File: src/rtl/gpio_pkg.sv
package gpio_pkg;

  // ----------------------------------------
  // Port geometry
  // ----------------------------------------
  localparam int PORT_PINS = 16;
  localparam int FUNC_CHOICES = 8;
  localparam int SEL_W = 3;

  // ----------------------------------------
  // Register byte offsets
  // ----------------------------------------
  localparam logic [7:0] OFS_MODE = 8'h00;
  localparam logic [7:0] OFS_OTYPE = 8'h04;
  localparam logic [7:0] OFS_DRV = 8'h08;
  localparam logic [7:0] OFS_PULL = 8'h0C;
  localparam logic [7:0] OFS_IN = 8'h10;
  localparam logic [7:0] OFS_OUT = 8'h14;
  localparam logic [7:0] OFS_SETCLR = 8'h18;
  localparam logic [7:0] OFS_LOCK = 8'h1C;
  localparam logic [7:0] OFS_FSEL_LO = 8'h20;
  localparam logic [7:0] OFS_FSEL_HI = 8'h24;
  localparam logic [7:0] OFS_HIGH_DRIVE_BIT = 8'h3C;

  // ----------------------------------------
  // Field encodings
  // ----------------------------------------
  localparam logic [1:0] MODE_IN = 2'h0;
  localparam logic [1:0] MODE_OUT = 2'h1;
  localparam logic [1:0] MODE_FUNC = 2'h2;
  localparam logic [1:0] MODE_ANALOG = 2'h3;
  localparam logic [1:0] PULL_UP = 2'h1;
  localparam logic [1:0] PULL_DOWN = 2'h2;
  localparam logic [1:0] RESP_OKAY = 2'h0;
  localparam logic [1:0] RESP_SLVERR = 2'h2;

  // ----------------------------------------
  // Reset values and masks
  // ----------------------------------------
  // Debug data pin 13: function, pull-up; debug clock pin 14: function, pull-down
  localparam logic [31:0] MODE_RST_DBG = 32'h2800_0000;
  localparam logic [31:0] PULL_RST_DBG = 32'h2400_0000;
  localparam logic [31:0] CFG_RST = 32'h0000_0000;
  localparam logic [31:0] FSEL_MASK = 32'h7777_7777;

  typedef enum logic [1:0] {DRV_NORMAL, DRV_LARGE, DRV_MAX} drive_e;

endpackage : gpio_pkg

File: src/rtl/alternate_function_router.sv
`timescale 1ns/1ps
`default_nettype none
module alternate_function_router import gpio_pkg::*; (
  input wire logic clk_sys,
  input wire logic sys_rst,
  input wire logic [SEL_W-1:0] sel,
  input wire logic [FUNC_CHOICES-1:0] fn_out_bus,
  input wire logic [FUNC_CHOICES-1:0] fn_oe_bus,
  input wire logic level,
  output logic sel_out,
  output logic sel_oe,
  output logic [FUNC_CHOICES-1:0] fn_in_bus
);

  // Only the chosen peripheral sees or drives the pin
  assign sel_out = fn_out_bus[sel];
  assign sel_oe = fn_oe_bus[sel];

  always_ff @(posedge clk_sys)
  begin
    if (sys_rst)
      fn_in_bus <= '0;
    else
      fn_in_bus <= FUNC_CHOICES'(level) << sel;
  end

  property p_single_route;
    @(posedge clk_sys) disable iff (sys_rst)
      $onehot0(fn_in_bus);
  endproperty
  a_single_route: assert property (p_single_route) else $error("two functions see one pin");

endmodule : alternate_function_router
`default_nettype wire

File: src/rtl/gpio_pin_cell.sv
`timescale 1ns/1ps
`default_nettype none
module gpio_pin_cell import gpio_pkg::*; (
  input wire logic clk_sys,
  input wire logic sys_rst,
  input wire logic [1:0] mode,
  input wire logic [1:0] pull,
  input wire logic otype,
  input wire logic [2:0] drive,
  input wire logic out_bit,
  input wire logic fn_out,
  input wire logic fn_oe,
  input wire logic pad_in,
  output logic pad_out,
  output logic pad_oe,
  output logic pull_up_en,
  output logic pull_down_en,
  output logic schmitt_en,
  output var drive_e drive_level,
  output logic in_level
);

  logic src;
  logic en;

  // Analog mode cuts the digital input path
  assign in_level = pad_in & (mode != MODE_ANALOG);

  always_comb
  begin
    src = (mode == MODE_FUNC) ? fn_out : out_bit;
    en = (mode == MODE_OUT) || ((mode == MODE_FUNC) && fn_oe);
  end

  always_ff @(posedge clk_sys)
  begin
    if (sys_rst)
    begin
      pad_out <= 1'b0;
      pad_oe <= 1'b0;
      pull_up_en <= 1'b0;
      pull_down_en <= 1'b0;
      schmitt_en <= 1'b1;
      drive_level <= DRV_NORMAL;
    end
    else
    begin
      // Open drain only pulls low; high is left to the pull resistor
      pad_out <= src & ~otype;
      pad_oe <= en & (~otype | ~src);
      pull_up_en <= (mode != MODE_ANALOG) && (pull == PULL_UP);
      pull_down_en <= (mode != MODE_ANALOG) && (pull == PULL_DOWN);
      schmitt_en <= (mode != MODE_ANALOG);
      if (drive[2])
        drive_level <= DRV_MAX;
      else if (drive[1:0] == 2'h1)
        drive_level <= DRV_LARGE;
      else
        drive_level <= DRV_NORMAL;
    end
  end

endmodule : gpio_pin_cell
`default_nettype wire

File: src/rtl/gpio_port.sv
// Design decisions made here: register access over AXI4-Lite and the register offsets.
`timescale 1ns/1ps
`default_nettype none
// Functional notes
// Reset leaves pins floating input; debug data pin pulled up, clock pulled down.
// Four input and four output configurations are available per pin.
// Input mode: pull 00 none, 01 up, 10 down; input readable, driver off.
// Analog mode: no Schmitt, no digital path, no pull.
// Output mode drives output data push-pull, or only low when open drain.
// Output mode pull: 00 or 11 none, 01 up, 10 down.
// Drive code 1xx maximum, 001 large, others normal.
// Output mode keeps Schmitt input on so pin level stays readable.
// Set/clear write sets and clears output bits; set wins over clear.
// A locked pin ignores configuration writes until reset.
// Software should use byte or half-word accesses.
// Eight function choices per pin; low select pins 0-7, high 8-15.
// Each pin connects to exactly one peripheral signal.
// Software should use input modes for peripheral inputs.
// Function mode drives the pin from the peripheral, push-pull or open drain.
// Function mode lets peripheral control output while its input still arrives.
// Function mode pull: 00 none, 01 up, 10 down.
// Software should park unused pins in analog mode.
// Pins present per port set by a mask; 55 across all ports.
// Set/clear changes only addressed output bits in one cycle.
// Output data reads return the latched value, whoever drives the pin.
module gpio_port import gpio_pkg::*; #(
  parameter logic [15:0] PIN_PRESENT = 16'hFFFF,
  parameter bit HAS_DEBUG_PINS = 1'b1
) (
  input wire logic clk_sys,
  input wire logic sys_rst,
  input wire logic [7:0] axi_awaddr,
  input wire logic axi_awvalid,
  output logic axi_awready,
  input wire logic [31:0] axi_wdata,
  input wire logic [3:0] axi_wstrb,
  input wire logic axi_wvalid,
  output logic axi_wready,
  output logic [1:0] axi_bresp,
  output logic axi_bvalid,
  input wire logic axi_bready,
  input wire logic [7:0] axi_araddr,
  input wire logic axi_arvalid,
  output logic axi_arready,
  output logic [31:0] axi_rdata,
  output logic [1:0] axi_rresp,
  output logic axi_rvalid,
  input wire logic axi_rready,
  input wire logic [15:0] pad_in,
  output logic [15:0] pad_out,
  output logic [15:0] pad_oe,
  output logic [15:0] pad_pull_up,
  output logic [15:0] pad_pull_down,
  output logic [15:0] pad_schmitt_en,
  output logic [31:0] pad_drive,
  input wire logic [127:0] fn_out,
  input wire logic [127:0] fn_oe,
  output logic [127:0] fn_in
);

  // ----------------------------------------
  // Parameter checks
  // ----------------------------------------
  if (PIN_PRESENT == 16'h0000)
  begin : g_no_pins
    $error("port needs at least one pin");
  end
  if (HAS_DEBUG_PINS && (PIN_PRESENT[14:13] != 2'h3))
  begin : g_no_debug
    $error("debug pins must be present");
  end

  // ----------------------------------------
  // State
  // ----------------------------------------
  logic [31:0] mode_reg;
  logic [31:0] pull_reg;
  logic [31:0] drive_strength_reg;
  logic [63:0] fsel_reg;
  logic [15:0] otype_reg;
  logic [15:0] high_drive_reg;
  logic [15:0] out_reg;
  logic [15:0] lock_reg;
  logic [15:0] in_reg;
  logic [15:0] in_level;
  logic [15:0] cfg_ok;
  logic [31:0] bm;

  logic aw_hold_reg;
  logic w_hold_reg;
  logic [7:0] aw_addr_reg;
  logic [31:0] w_data_reg;
  logic [3:0] w_strb_reg;
  logic wr_fire;
  logic wr_ok;
  logic [31:0] rd_word;
  logic rd_ok;

  // ----------------------------------------
  // AXI4-Lite write channel
  // ----------------------------------------
  assign axi_awready = ~aw_hold_reg & ~axi_bvalid;
  assign axi_wready = ~w_hold_reg & ~axi_bvalid;
  assign wr_fire = aw_hold_reg & w_hold_reg & ~axi_bvalid;
  assign bm = {{8{w_strb_reg[3]}}, {8{w_strb_reg[2]}}, {8{w_strb_reg[1]}}, {8{w_strb_reg[0]}}};
  assign cfg_ok = ~lock_reg & PIN_PRESENT;

  always_comb
  begin
    wr_ok = 1'b1;
    if (aw_addr_reg == OFS_MODE)
      wr_ok = 1'b1;
    else if (aw_addr_reg == OFS_OTYPE)
      wr_ok = 1'b1;
    else if (aw_addr_reg == OFS_DRV)
      wr_ok = 1'b1;
    else if (aw_addr_reg == OFS_PULL)
      wr_ok = 1'b1;
    else if (aw_addr_reg == OFS_IN)
      wr_ok = 1'b1;
    else if (aw_addr_reg == OFS_OUT)
      wr_ok = 1'b1;
    else if (aw_addr_reg == OFS_SETCLR)
      wr_ok = 1'b1;
    else if (aw_addr_reg == OFS_LOCK)
      wr_ok = 1'b1;
    else if (aw_addr_reg == OFS_FSEL_LO)
      wr_ok = 1'b1;
    else if (aw_addr_reg == OFS_FSEL_HI)
      wr_ok = 1'b1;
    else if (aw_addr_reg == OFS_HIGH_DRIVE_BIT)
      wr_ok = 1'b1;
    else
      wr_ok = 1'b0;
  end

  always_ff @(posedge clk_sys)
  begin
    if (sys_rst)
    begin
      aw_hold_reg <= 1'b0;
      w_hold_reg <= 1'b0;
      aw_addr_reg <= 8'h00;
      w_data_reg <= 32'h0000_0000;
      w_strb_reg <= 4'h0;
      axi_bvalid <= 1'b0;
      axi_bresp <= RESP_OKAY;
    end
    else
    begin
      if (axi_awvalid && axi_awready)
      begin
        aw_hold_reg <= 1'b1;
        aw_addr_reg <= axi_awaddr;
      end
      if (axi_wvalid && axi_wready)
      begin
        w_hold_reg <= 1'b1;
        w_data_reg <= axi_wdata;
        w_strb_reg <= axi_wstrb;
      end
      if (wr_fire)
      begin
        aw_hold_reg <= 1'b0;
        w_hold_reg <= 1'b0;
        axi_bvalid <= 1'b1;
        axi_bresp <= wr_ok ? RESP_OKAY : RESP_SLVERR;
      end
      else if (axi_bvalid && axi_bready)
        axi_bvalid <= 1'b0;
    end
  end

  // ----------------------------------------
  // Pin configuration
  // ----------------------------------------
  // Locked or absent pins simply drop their bits of a write
  always_ff @(posedge clk_sys)
  begin
    if (sys_rst)
    begin
      mode_reg <= HAS_DEBUG_PINS ? MODE_RST_DBG : CFG_RST;
      pull_reg <= HAS_DEBUG_PINS ? PULL_RST_DBG : CFG_RST;
      drive_strength_reg <= CFG_RST;
      fsel_reg <= {CFG_RST, CFG_RST};
      otype_reg <= 16'h0000;
      high_drive_reg <= 16'h0000;
    end
    else if (wr_fire)
    begin
      for (int k = 0; k < 32; k++)
      begin
        if (bm[k] && cfg_ok[k/2])
        begin
          if (aw_addr_reg == OFS_MODE)
            mode_reg[k] <= w_data_reg[k];
          else if (aw_addr_reg == OFS_PULL)
            pull_reg[k] <= w_data_reg[k];
          else if (aw_addr_reg == OFS_DRV)
            drive_strength_reg[k] <= w_data_reg[k];
        end
        if (bm[k] && cfg_ok[k/4] && (aw_addr_reg == OFS_FSEL_LO))
          fsel_reg[k] <= w_data_reg[k] & FSEL_MASK[k];
        if (bm[k] && cfg_ok[8+k/4] && (aw_addr_reg == OFS_FSEL_HI))
          fsel_reg[32+k] <= w_data_reg[k] & FSEL_MASK[k];
      end
      for (int k = 0; k < 16; k++)
      begin
        if (bm[k] && cfg_ok[k])
        begin
          if (aw_addr_reg == OFS_OTYPE)
            otype_reg[k] <= w_data_reg[k];
          else if (aw_addr_reg == OFS_HIGH_DRIVE_BIT)
            high_drive_reg[k] <= w_data_reg[k];
        end
      end
    end
  end

  // ----------------------------------------
  // Output data, lock and input sampling
  // ----------------------------------------
  always_ff @(posedge clk_sys)
  begin
    if (sys_rst)
      out_reg <= 16'h0000;
    else if (wr_fire)
    begin
      for (int k = 0; k < 16; k++)
      begin
        if ((aw_addr_reg == OFS_SETCLR) && bm[k] && w_data_reg[k])
          out_reg[k] <= 1'b1;
        else if ((aw_addr_reg == OFS_SETCLR) && bm[16+k] && w_data_reg[16+k])
          out_reg[k] <= 1'b0;
        else if ((aw_addr_reg == OFS_OUT) && bm[k])
          out_reg[k] <= w_data_reg[k];
      end
    end
  end

  // Lock bits only ever set; nothing but reset releases them
  always_ff @(posedge clk_sys)
  begin
    if (sys_rst)
      lock_reg <= 16'h0000;
    else if (wr_fire && (aw_addr_reg == OFS_LOCK))
      lock_reg <= lock_reg | (w_data_reg[15:0] & bm[15:0] & PIN_PRESENT);
  end

  always_ff @(posedge clk_sys)
  begin
    if (sys_rst)
      in_reg <= 16'h0000;
    else
      in_reg <= in_level & PIN_PRESENT;
  end

  // ----------------------------------------
  // AXI4-Lite read channel
  // ----------------------------------------
  assign axi_arready = ~axi_rvalid;

  always_comb
  begin
    rd_word = 32'h0000_0000;
    rd_ok = 1'b1;
    if (axi_araddr == OFS_MODE)
      rd_word = mode_reg;
    else if (axi_araddr == OFS_OTYPE)
      rd_word = {16'h0000, otype_reg};
    else if (axi_araddr == OFS_DRV)
      rd_word = drive_strength_reg;
    else if (axi_araddr == OFS_PULL)
      rd_word = pull_reg;
    else if (axi_araddr == OFS_IN)
      rd_word = {16'h0000, in_reg};
    else if (axi_araddr == OFS_OUT)
      rd_word = {16'h0000, out_reg};
    else if (axi_araddr == OFS_SETCLR)
      rd_word = 32'h0000_0000;
    else if (axi_araddr == OFS_LOCK)
      rd_word = {16'h0000, lock_reg};
    else if (axi_araddr == OFS_FSEL_LO)
      rd_word = fsel_reg[31:0];
    else if (axi_araddr == OFS_FSEL_HI)
      rd_word = fsel_reg[63:32];
    else if (axi_araddr == OFS_HIGH_DRIVE_BIT)
      rd_word = {16'h0000, high_drive_reg};
    else
      rd_ok = 1'b0;
  end

  always_ff @(posedge clk_sys)
  begin
    if (sys_rst)
    begin
      axi_rvalid <= 1'b0;
      axi_rdata <= 32'h0000_0000;
      axi_rresp <= RESP_OKAY;
    end
    else if (axi_arvalid && axi_arready)
    begin
      axi_rvalid <= 1'b1;
      axi_rdata <= rd_word;
      axi_rresp <= rd_ok ? RESP_OKAY : RESP_SLVERR;
    end
    else if (axi_rready)
      axi_rvalid <= 1'b0;
  end

  // ----------------------------------------
  // Per-pin router and pad cell
  // ----------------------------------------
  for (genvar i = 0; i < PORT_PINS; i++)
  begin : g_pin
    logic r_out;
    logic r_oe;

    alternate_function_router u_route (
      .clk_sys(clk_sys),
      .sys_rst(sys_rst),
      .sel(fsel_reg[4*i +: SEL_W]),
      .fn_out_bus(fn_out[8*i +: 8]),
      .fn_oe_bus(fn_oe[8*i +: 8]),
      .level(in_level[i]),
      .sel_out(r_out),
      .sel_oe(r_oe),
      .fn_in_bus(fn_in[8*i +: 8])
    );

    gpio_pin_cell u_cell (
      .clk_sys(clk_sys),
      .sys_rst(sys_rst),
      .mode(mode_reg[2*i +: 2]),
      .pull(pull_reg[2*i +: 2]),
      .otype(otype_reg[i]),
      .drive({high_drive_reg[i], drive_strength_reg[2*i +: 2]}),
      .out_bit(out_reg[i]),
      .fn_out(r_out),
      .fn_oe(r_oe),
      .pad_in(pad_in[i]),
      .pad_out(pad_out[i]),
      .pad_oe(pad_oe[i]),
      .pull_up_en(pad_pull_up[i]),
      .pull_down_en(pad_pull_down[i]),
      .schmitt_en(pad_schmitt_en[i]),
      .drive_level(pad_drive[2*i +: 2]),
      .in_level(in_level[i])
    );
  end

  // ----------------------------------------
  // Assertions
  // ----------------------------------------
  logic [15:0] m_in;
  logic [15:0] m_out;
  logic [15:0] m_an;
  logic [15:0] m_fn;
  logic [15:0] drv_max;
  logic [31:0] lock2;

  always_comb
  begin
    for (int k = 0; k < 16; k++)
    begin
      m_in[k] = mode_reg[2*k +: 2] == MODE_IN;
      m_out[k] = mode_reg[2*k +: 2] == MODE_OUT;
      m_an[k] = mode_reg[2*k +: 2] == MODE_ANALOG;
      m_fn[k] = mode_reg[2*k +: 2] == MODE_FUNC;
      drv_max[k] = pad_drive[2*k +: 2] == DRV_MAX;
      lock2[2*k] = lock_reg[k];
      lock2[2*k+1] = lock_reg[k];
    end
  end

  property p_reset_state;
    @(posedge clk_sys) disable iff (sys_rst)
      $fell(sys_rst) |=> (pad_oe == 16'h0000)
        && (pad_pull_up == (HAS_DEBUG_PINS ? 16'h2000 : 16'h0000))
        && (pad_pull_down == (HAS_DEBUG_PINS ? 16'h4000 : 16'h0000));
  endproperty
  a_reset_state: assert property (p_reset_state) else $error("bad pin state after reset");

  property p_input_no_drive;
    @(posedge clk_sys) disable iff (sys_rst)
      (m_in != 16'h0000) |=> (($past(m_in) & pad_oe) == 16'h0000);
  endproperty
  a_input_no_drive: assert property (p_input_no_drive) else $error("input pin driven");

  property p_analog_quiet;
    @(posedge clk_sys) disable iff (sys_rst)
      (m_an != 16'h0000) |=>
        (($past(m_an) & (pad_pull_up | pad_pull_down | pad_schmitt_en | pad_oe)) == 16'h0000);
  endproperty
  a_analog_quiet: assert property (p_analog_quiet) else $error("analog pin not quiet");

  property p_push_pull;
    @(posedge clk_sys) disable iff (sys_rst)
      ((m_out & ~otype_reg) != 16'h0000) |=>
        (($past(m_out & ~otype_reg) & (~pad_oe | (pad_out ^ $past(out_reg)))) == 16'h0000);
  endproperty
  a_push_pull: assert property (p_push_pull) else $error("push-pull pin wrong");

  property p_open_drain;
    @(posedge clk_sys) disable iff (sys_rst)
      ((m_out & otype_reg) != 16'h0000) |=>
        (($past(m_out & otype_reg) & (pad_out | (pad_oe ^ ~$past(out_reg)))) == 16'h0000);
  endproperty
  a_open_drain: assert property (p_open_drain) else $error("open-drain pin wrong");

  property p_drive_max;
    @(posedge clk_sys) disable iff (sys_rst)
      (high_drive_reg != 16'h0000) |=> (($past(high_drive_reg) & ~drv_max) == 16'h0000);
  endproperty
  a_drive_max: assert property (p_drive_max) else $error("drive not maximum");

  property p_schmitt_out;
    @(posedge clk_sys) disable iff (sys_rst)
      (m_out != 16'h0000) |=> (($past(m_out) & ~pad_schmitt_en) == 16'h0000);
  endproperty
  a_schmitt_out: assert property (p_schmitt_out) else $error("output pin lost input");

  property p_set_wins;
    @(posedge clk_sys) disable iff (sys_rst)
      (wr_fire && (aw_addr_reg == OFS_SETCLR)) |=>
        ((out_reg & $past(w_data_reg[15:0] & bm[15:0])) == $past(w_data_reg[15:0] & bm[15:0]));
  endproperty
  a_set_wins: assert property (p_set_wins) else $error("set bit not applied");

  property p_lock_freeze;
    @(posedge clk_sys) disable iff (sys_rst)
      wr_fire |=> (($past(lock2) & (mode_reg ^ $past(mode_reg))) == 32'h0000_0000);
  endproperty
  a_lock_freeze: assert property (p_lock_freeze) else $error("locked pin changed");

  logic [15:0] fn_oe_sel;
  always_comb
  begin
    for (int k = 0; k < 16; k++)
      fn_oe_sel[k] = fn_oe[8*k + int'(fsel_reg[4*k +: SEL_W])];
  end

  property p_func_drive;
    @(posedge clk_sys) disable iff (sys_rst)
      ((m_fn & ~otype_reg) != 16'h0000) |=> (($past(m_fn & ~otype_reg) & pad_oe) ==
        ($past(m_fn & ~otype_reg) & $past(fn_oe_sel)));
  endproperty
  a_func_drive: assert property (p_func_drive) else $error("function pin enable wrong");

  property p_read_out;
    @(posedge clk_sys) disable iff (sys_rst)
      (axi_arvalid && axi_arready && (axi_araddr == OFS_OUT)) |=>
        axi_rvalid && (axi_rdata[15:0] == $past(out_reg));
  endproperty
  a_read_out: assert property (p_read_out) else $error("output data read wrong");

  c_setclr: cover property (@(posedge clk_sys) wr_fire && (aw_addr_reg == OFS_SETCLR));
  c_lock: cover property (@(posedge clk_sys) wr_fire && (aw_addr_reg == OFS_LOCK));
  c_func: cover property (@(posedge clk_sys) (m_fn & pad_oe) != 16'h0000);

endmodule : gpio_port
`default_nettype wire
File: config.mk
export PLATFORM = sky130hd
export DESIGN_NAME = gpio_port
export DESIGN_NICKNAME = d
export VERILOG_FILES = /design/src/rtl/gpio_pkg.sv /design/src/rtl/alternate_function_router.sv /design/src/rtl/gpio_pin_cell.sv /design/src/rtl/gpio_port.sv
export SDC_FILE = /design/constraint.sdc
export NUM_CORES = 1
export LEC_CHECK = 0
export BUFFER_PORTS_ARGS = -buffer_cell sky130_fd_sc_hd__buf_2
export CELL_PAD_IN_SITES_DETAIL_PLACEMENT = 0
export CELL_PAD_IN_SITES_GLOBAL_PLACEMENT = 1
export CORE_MARGIN = 5
export CORE_UTILIZATION = 35
export CTS_CLUSTER_SIZE = 12
export DETAILED_ROUTE_END_ITERATION = 16
export GPL_ROUTABILITY_DRIVEN = 0
export HOLD_SLACK_MARGIN = 0.08
export PLACE_DENSITY_LB_ADDON = 0.1
export SLEW_MARGIN = 15
export SYNTH_ARGS = -nofsm -noshare
export SYNTH_HDL_FRONTEND = slang
export SYNTH_HIERARCHICAL = 1
export SYNTH_SLANG_ARGS = --single-unit
export TNS_END_PERCENT = 100
File: constraint.sdc
create_clock -name clk_sys -period 2.1 [get_ports clk_sys]
set_input_delay 0.105 -clock clk_sys [delete_from_list [all_inputs] [get_ports clk_sys]]
set_output_delay 0.105 -clock clk_sys [all_outputs]
set_load 0.01 [all_outputs]
==> implementation parameters, run 1 <==
Parameter                              Value

Drt
  Number of iterations in the first detailed-routing pass    7
  DRC violation count after routing    0
  Number of violations reported at the end of detailed-routing iteration 0    ~1500
  Drt via density    5.30
  Via count    between 20000 and 25000
  Wirelength, routed    a little under 100 mm
  Final ANT Viol Nets    0
  Routed wire per std cell    ~23 um

Logic synthesis
  Top cells by count, synth    546 x sky130_fd_sc_hd__dfxtp_1, 331 x sky130_fd_sc_hd__nor2_1, 247 x sky130_fd_sc_hd__nand2_1, 164 x sky130_fd_sc_hd__mux2i_1, 162 x sky130_fd_sc_hd__a21oi_1
  Largest area contributor in the synthesized netlist    sky130_fd_sc_hd__dfxtp_1
  Syn avg cell area    9.47 um^2
  Share of flip-flops with an asynchronous set or reset    0%
  Leading register cell type out of synthesis    sky130_fd_sc_hd__dfxtp_1
  Post-synthesis cell area    about 24000 um^2
  Synthesized instance count    between 2000 and 3000
  Number of synthesized register bits    around 550
  Sequential area share after synthesis    46.0%
  Top cell type's share of synthesized area    between 40 and 50%
  Number of distinct library cells after synthesis    63
  Number of warnings reported in the yosys synthesis log    6
  Top cells by area, synth    sky130_fd_sc_hd__dfxtp_1 46%, sky130_fd_sc_hd__mux4_1 7.1%, sky130_fd_sc_hd__mux2i_1 6.9%
  EDFF count, synth    0
  Most repeated cell in the gate-level netlist after synthesis    sky130_fd_sc_hd__dfxtp_1

Timing
  Transition time of the tightest slew-check pin    approximately 0.64 ns
  Number of pins with negative max-slew slack in the final report    0
  Portion of the clock cycle consumed by the worst path in the final layout    97.3%
  Final-report hold violation count    0
  # setup viols final    0
  Relative slew margins    roughly 57%
  Final Worst Setup Slack    approximately 0.056 ns
  Setup repair after global routing missed its margin    true
  Setup clock skew after layout    slightly below 0.03 ns
  Maximum achievable frequency    a little under 500 MHz
  Worst Hold Slack    0.113 ns
  Period minus WS final    slightly above 2 ns

Global routing
  Wire length of the first global-routing pass    approximately 150 mm
  Number of global-route vias before repair    22500
  Global route total overflow    0
  Number of antenna violations at the first check in global routing    7
  Largest net degree at the start of global routing    60
  All-layer global routing usage    25.6%

Min path
  Hold Path Depth    5
  Worst hold start    axi_wvalid
  HP Class    in -> reg

Setup path
  Maximum fanout encountered on the critical timing path    6
  Crit Path Category    reg -> reg
  Worst endpoint data arrival time    between 2 and 3 ns
  Reg2Reg Launch Point    aw_addr_reg[0]
  Critical path startpoint    aw_addr_reg[0]
  Critical path startpoint category    flip-flop
  Logic depth of the worst register-to-register path    9
  Critical path capture point type    flip-flop
  Required time at the worst-slack endpoint    about 2.6 ns

Floorplan
  Number of ports placed on the die boundary    approximately 610
  Chip width    approximately 270 um
  Number of core rows    95
  Core area    67300 um^2
  Effective utilization at floorplan    between 30% and 40%
  Die Area    73200 um^2
  Die Ht    approximately 270 um

Clock tree
  Clock buffer count from CTS    between 60 and 70
  Depth of the CTS H-tree    2
  Number of clock sinks    approximately 550
  Max clock buf depth    3
  Cell at the root of the clock tree    sky130_fd_sc_hd__clkbuf_16
  Clock tree from TritonCTS    done
  Clock Latency Late Sink    approximately 0.64 ns
  Post-CTS clock slew at the launch and capture registers of the worst setup and hold paths    0.06 ns

Power and ir drop
  Switching part of the total    roughly 24%
  Maximum VDD drop    roughly 660 uV
  Pwr/cell area    between 700 and 800 nW/um^2
  Pint    between 15 and 20 mW
  Power share of the sequential group    between 40% and 50%
  Relative contribution of combinational cells to total power    between 8 and 9%
  Proportion of power drawn by the clock network    between 40 and 50%
  Switching power    approximately 5.7 mW
  Reported leakage power    approximately 13 nW

Finish
  Fraction of final layout cells sized beyond drive strength 1    between 30% and 40%
  Layout net count    around 3700
  Number of flip-flops under the largest register name    approximately 130
  Fill cell count    6508
  Synth-to-Final Area Change    35.9%

Placement
  Port Buffers    approximately 600
  Setup slack after placement    -0.225 ns
  HPWL after detailed placement    between 70 and 80 mm

Run
  Maximum Capacitance Violations    0

Outcome
  Status    complete, no violations
final cells by class:
cell class / instances / area (um^2) / share of cell area [%]
flip-flops and latches: 546 / 10900 / 33.9
clock buffers: 85 / 1790 / 5.54
inverters: 23 / 86.3 / 0.268
multi-input cells: 1763 / 12000 / 37.2
well taps: 873 / 1090 / 3.39
repair buffers: 934 / 6000 / 18.6
diodes: 3 / 7.51 / 0.0233
clock inverters: 26 / 348 / 1.08
layer usage:
| layer | vias to the layer above | wire [um] | part of all wire (%) | GRT usage [%] |
|---|---|---|---|---|
| met3 | 118 | 5650 | 5.7 | 4.31 |
| met4 | 4 | 2000 | 2.0 | 5.61 |
| met5 | - | 36 | 0.036 | 0 |
| met1 | 11100 | 43600 | 44 | 34.5 |
| li1 | 10600 | - | - | - |
| met2 | 764 | 47500 | 48 | 43.4 |
power by group through the flow:
stage / Clock [mW] / Combinational, mW / Sequential (mW)
floorplan: 0 / 0.792 / 10.8
global placement: 0 / 1.83 / 10.8
detailed placement: 0 / 1.84 / 10.8
CTS: 11.5 / 2.03 / 10.6
global route: 12.0 / 2.20 / 10.6
finish: 11.3 / 2.06 / 10.6
timing repair:
item,in CTS,in global routing
resized for setup,1,25
hold buffers,111,0
pin swaps,0,2
setup endpoints to repair,3,99
hold endpoints to repair,256,0
buffers inserted,0,1
worst max-delay path, cell delays in order (launching register included):
cell	delay, ns
sky130_fd_sc_hd__dfxtp_1	0.35
sky130_fd_sc_hd__buf_4	0.16
sky130_fd_sc_hd__nor4_1	0.30
sky130_fd_sc_hd__buf_4	0.18
sky130_fd_sc_hd__nand2_1	0.04
sky130_fd_sc_hd__buf_4	0.20
sky130_fd_sc_hd__nor3_2	0.26
sky130_fd_sc_hd__buf_4	0.19
sky130_fd_sc_hd__mux2i_1	0.20
sky130_fd_sc_hd__nor2_1	0.05
per-stage QoR:
step / instances / TNS [ns] / total power, mW / cell area, um^2 / utilization (%)
floorplan: 2508 / 0 / 11.6 / 23700 / -
global placement: 4027 / -0.568 / 12.7 / 28900 / 42.9
detailed placement: 4027 / -0.656 / 12.7 / 28900 / 42.9
CTS: 4249 / 0 / 24.1 / 32100 / 47.8
global route: 4252 / -0.192 / 24.8 / 32300 / 47.9
finish: 4253 / 0 / 23.9 / 32300 / 47.9
kinds of logic (layout without fill, tap and decap cells):
group / count (synthesis) / after routing / synth area share, %
AO/OA/AOI/OAI: 393 / 393 / 10.4
buffers and inverters: 199 / 1068 / 3.95
flip-flops: 546 / 546 / 46.0
multiplexers: 261 / 261 / 15.6
other: 1 / 5 / 0.0158
AND/OR/NAND/NOR: 1107 / 1107 / 24.0
path summary, 6_finish.rpt:
path | slack, ns | end
hold / removal | 0.11 | w_hold_reg
setup / recovery | 0.06 | fsel_reg[18]
hold reg to reg | 0.46 | g_pin[0].u_cell/drive_level[0]
setup reg to reg | 0.06 | fsel_reg[18]
cell usage in the layout, fill, tap and decap left out, types with 58 or more instances in the layout:
cell,count
sky130_fd_sc_hd__clkbuf_16,61
sky130_fd_sc_hd__dlygate4sd3_1,111
sky130_fd_sc_hd__nor2b_1,58
sky130_fd_sc_hd__nand2_1,243
sky130_fd_sc_hd__dfxtp_1,544
sky130_fd_sc_hd__buf_4,195
sky130_fd_sc_hd__buf_2,608
sky130_fd_sc_hd__nand3_1,105
sky130_fd_sc_hd__a21oi_1,162
sky130_fd_sc_hd__nor3_1,60
sky130_fd_sc_hd__mux2i_1,163
sky130_fd_sc_hd__nor2_1,329
sky130_fd_sc_hd__mux4_1,64
Note: power is estimated with default switching activity, not from simulation.
==> run 2, diff against run 1 <==
--- a/config.mk
+++ b/config.mk
@@ -10,5 +10,5 @@
 export CELL_PAD_IN_SITES_GLOBAL_PLACEMENT = 1
 export CORE_MARGIN = 5
-export CORE_UTILIZATION = 35
+export CORE_UTILIZATION = 40
 export CTS_CLUSTER_SIZE = 12
 export DETAILED_ROUTE_END_ITERATION = 16
==> constraint.sdc (replaced) <==
create_clock -name clk_sys -period 2.1 [get_ports clk_sys]
set_input_delay 0.21 -clock clk_sys [delete_from_list [all_inputs] [get_ports clk_sys]]
set_output_delay 0.21 -clock clk_sys [all_outputs]
set_load 0.01 [all_outputs]
==> implementation parameters, run 2 (synthesis gave the netlist of run 1 again) <==
Parameter                              Value

Timing
  Worst Hold Slack    0.118 ns (was 0.113 ns)
  Maximum achievable frequency    489 MHz (about the same)
  Setup repair after global routing missed its margin    true (unchanged)
  Portion of the clock cycle consumed by the worst path in the final layout    97.4% (was 97.3%)
  # setup viols final    0 (unchanged)
  Relative slew margins    53.4% (was 57.5%)
  Setup clock skew after layout    0.0173 ns (was 0.0292 ns)
  Final-report hold violation count    0 (unchanged)
  Transition time of the tightest slew-check pin    0.699 ns (was 0.637 ns)
  Period minus WS final    2.04 ns (about the same)
  Number of pins with negative max-slew slack in the final report    0 (unchanged)
  Total negative setup slack    0 ns (unchanged)

Floorplan
  Die Ht    254 um (was 270 um)
  Die Area    64300 um^2 (was 73200 um^2)
  Number of core rows    89 (was 95)
  Number of ports placed on the die boundary    612 (unchanged)
  Effective utilization at floorplan    40.3% (was 35.3%)
  Core area    58900 um^2 (was 67300 um^2)
  Chip width    254 um (was 270 um)

Global routing
  Wire length of the first global-routing pass    139 mm (was 145 mm)
  Number of antenna violations at the first check in global routing    2 (was 7)
  All-layer global routing usage    28.0% (was 25.6%)
  Largest net degree at the start of global routing    88 (was 60)
  Number of global-route vias before repair    22500 (about the same)
  Global route total overflow    0 (unchanged)

Clock tree
  Clock tree from TritonCTS    done (unchanged)
  Number of clock sinks    546 (unchanged)
  Depth of the CTS H-tree    2 (unchanged)
  Max clock buf depth    3 (unchanged)
  Clock Latency Late Sink    0.63 ns (was 0.64 ns)
  Post-CTS clock slew at the launch and capture registers of the worst setup and hold paths    0.06 ns (about the same)
  Cell at the root of the clock tree    sky130_fd_sc_hd__clkbuf_16 (unchanged)
  Clock buffer count from CTS    59 (was 61)

Drt
  Number of violations reported at the end of detailed-routing iteration 0    1952 (was 1529)
  Final ANT Viol Nets    0 (unchanged)
  Wirelength, routed    95.3 mm (was 98.7 mm)
  DRC violation count after routing    0 (unchanged)
  Via count    22600 (about the same)
  Drt via density    5.52 (was 5.30)
  Routed wire per std cell    23.3 um (was 23.2 um)
  Number of iterations in the first detailed-routing pass    6 (was 7)

Placement
  HPWL after detailed placement    73.5 mm (was 76.5 mm)
  Port Buffers    609 (unchanged)

Setup path
  WP depth    7 (was 9)
  Capture point of the worst reg-to-reg path    out_reg[7] (was fsel_reg[18])
  Maximum fanout encountered on the critical timing path    33 (was 6)
  Logic depth of the worst register-to-register path    7 (was 9)
  Worst path cell trace    or4b_4 -> nor2_4 -> buf_12 -> and3_2 -> a21boi_0 -> mux2i_1 -> nor2_1 (was buf_4 -> nor4_1 -> buf_4 -> nand2_1 -> buf_4 -> nor3_2 -> buf_4 -> mux2i_1 -> nor2_1)
  Critical path capture point type    flip-flop (unchanged)
  Crit Path Category    reg -> reg (unchanged)
  Flop2flop setup slack    0.06 ns (about the same)
  CP Buf/Inv Count    1 (was 4)
  Required time at the worst-slack endpoint    2.62 ns (was 2.63 ns)
  Critical path startpoint category    flip-flop (unchanged)
  Largest delay share family, worst path    simple AND/OR/NAND/NOR gates (was buffers and inverters)
  Worst endpoint data arrival time    2.56 ns (was 2.57 ns)
  Worst-path cell with the longest stage delay    sky130_fd_sc_hd__or4b_4 (was sky130_fd_sc_hd__dfxtp_1)
  Reg2Reg Launch Point    aw_addr_reg[7] (was aw_addr_reg[0])
  Largest incremental delay on the critical path    0.62 ns (was 0.35 ns)

Finish
  Area taken by multi-input logic gates    12000 um^2 (about the same)
  Synth-to-Final Area Change    32.0% (was 35.9%)
  Fill cell count    5488 (was 6508)
  Commonest non-fill, non-tap cells in the layout    608 x sky130_fd_sc_hd__buf_2, 545 x sky130_fd_sc_hd__dfxtp_1, 329 x sky130_fd_sc_hd__nor2_1, 245 x sky130_fd_sc_hd__nand2_1, 170 x sky130_fd_sc_hd__buf_4 (was 608 x sky130_fd_sc_hd__buf_2, 544 x sky130_fd_sc_hd__dfxtp_1, 329 x sky130_fd_sc_hd__nor2_1, 243 x sky130_fd_sc_hd__nand2_1, 195 x sky130_fd_sc_hd__buf_4)
  Layout net count    3595 (was 3660)
  Most common cell after layout, fill and taps aside    sky130_fd_sc_hd__buf_2 (unchanged)
  Area taken by flip-flops and latches    10900 um^2 (about the same)
  Fraction of final layout cells sized beyond drive strength 1    31.1% (was 31.7%)
  Number of flip-flops under the largest register name    128 (unchanged)

Min path
  Worst hold start    axi_awvalid (was axi_wvalid)
  Worst Hold Endpoint    aw_hold_reg (was w_hold_reg)
  Hold Path Depth    4 (was 5)
  HP Class    in -> reg (unchanged)

Power and ir drop
  Maximum VDD drop    648 uV (was 661 uV)
  Pint    17.4 mW (was 18.2 mW)
  Switching part of the total    24.3% (was 24.0%)
  Relative contribution of combinational cells to total power    8.5% (was 8.6%)
  Proportion of power drawn by the clock network    45.3% (was 47.1%)
  Pwr/cell area    732 nW/um^2 (was 742 nW/um^2)
  Power share of the sequential group    46.3% (was 44.3%)
  Reported leakage power    12.7 nW (was 13.1 nW)
  Switching power    5.56 mW (was 5.74 mW)

Run
  Maximum Capacitance Violations    0 (unchanged)

Outcome
  Status    complete, no violations (unchanged)
## run 2: cell types whose count changed in the layout (fill, tap and decap cells not counted), sizes merged
| cell | change |
|---|---|
| buf | -26 |
| bufinv | -4 |
| clkbuf | +5 |
| clkinv | -3 |
| clkinvlp | -1 |
| diode | -1 |
| dlygate4sd3 | -37 |
| inv | +1 |
## run 2: final cells by class
cell class / instances / share of cell area (%)
Multi-Input combinational cell: 1763 / 38.3
Sequential cell: 546 / 34.9
Timing Repair Buffer: 871 / 17.3
Clock buffer: 90 / 5.53
Tap cell: 773 / 3.08
Clock inverter: 19 / 0.615
Inverter: 23 / 0.275
Antenna cell: 2 / 0.0160
## run 2: worst register-to-register path: stages (launching register included)
cell                       delay [ns]
sky130_fd_sc_hd__dfxtp_1         0.36
sky130_fd_sc_hd__or4b_4          0.62
sky130_fd_sc_hd__nor2_4          0.13
sky130_fd_sc_hd__buf_12          0.19
sky130_fd_sc_hd__and3_2          0.29
sky130_fd_sc_hd__a21boi_0        0.12
sky130_fd_sc_hd__mux2i_1         0.17
sky130_fd_sc_hd__nor2_1          0.05
## run 2: worst max path at each step
stage,startpoint,to,slack (ns)
after floorplan,aw_addr_reg[3],out_reg[10],0.16
final,aw_addr_reg[7],out_reg[7],0.06
after detailed placement,aw_addr_reg[2],out_reg[7],0.03
after global routing,aw_addr_reg[7],fsel_reg[54],-0.06
after global placement,axi_araddr[7],axi_rdata[21],0.04
after CTS,aw_addr_reg[7],fsel_reg[36],0.008
## run 2: power groups by stage
stage | Combinational [mW] | Sequential (mW) | Clock [mW]
final | 1.94 | 10.6 | 10.4
after global routing | 2.08 | 10.6 | 11.0
after CTS | 1.91 | 10.6 | 10.6
after detailed placement | 1.79 | 10.8 | 0
after global placement | 1.77 | 10.8 | 0
after floorplan | 0.792 | 10.8 | 0
## run 2: stage by stage
stage	cell area (um^2)	power (mW)	std cells	worst slack [ns]	utilization (%)
3_3_place_gp	28600	12.6	3902	0.0385	48.5
4_1_cts	31200	23.1	4085	0.00812	53.0
6_report	31400	22.9	4087	0.0554	53.2
5_1_grt	31400	23.7	4087	-0.0622	53.2
2_1_floorplan	23700	11.6	2508	0.165	-
3_5_place_dp	28600	12.6	3902	0.0276	48.5
## run 2: routing by layer
| layer | share of wire [%] | up-vias | global-route usage [%] |
|---|---|---|---|
| met2 | 47 | 905 | 47.0 |
| met4 | 3.2 | 0 | 8.82 |
| met3 | 6.9 | 162 | 4.63 |
| li1 | - | 10500 | - |
| met5 | 0 | - | 0 |
| met1 | 43 | 11000 | 37.3 |
## run 2: what timing repair did
item | in CTS | in global routing
setup buffers | 0 | 0
endpoints found under the hold margin | 147 | 0
resized for setup | 1 | 20
endpoints found under the setup margin | 1 | 72
hold buffers | 74 | 0
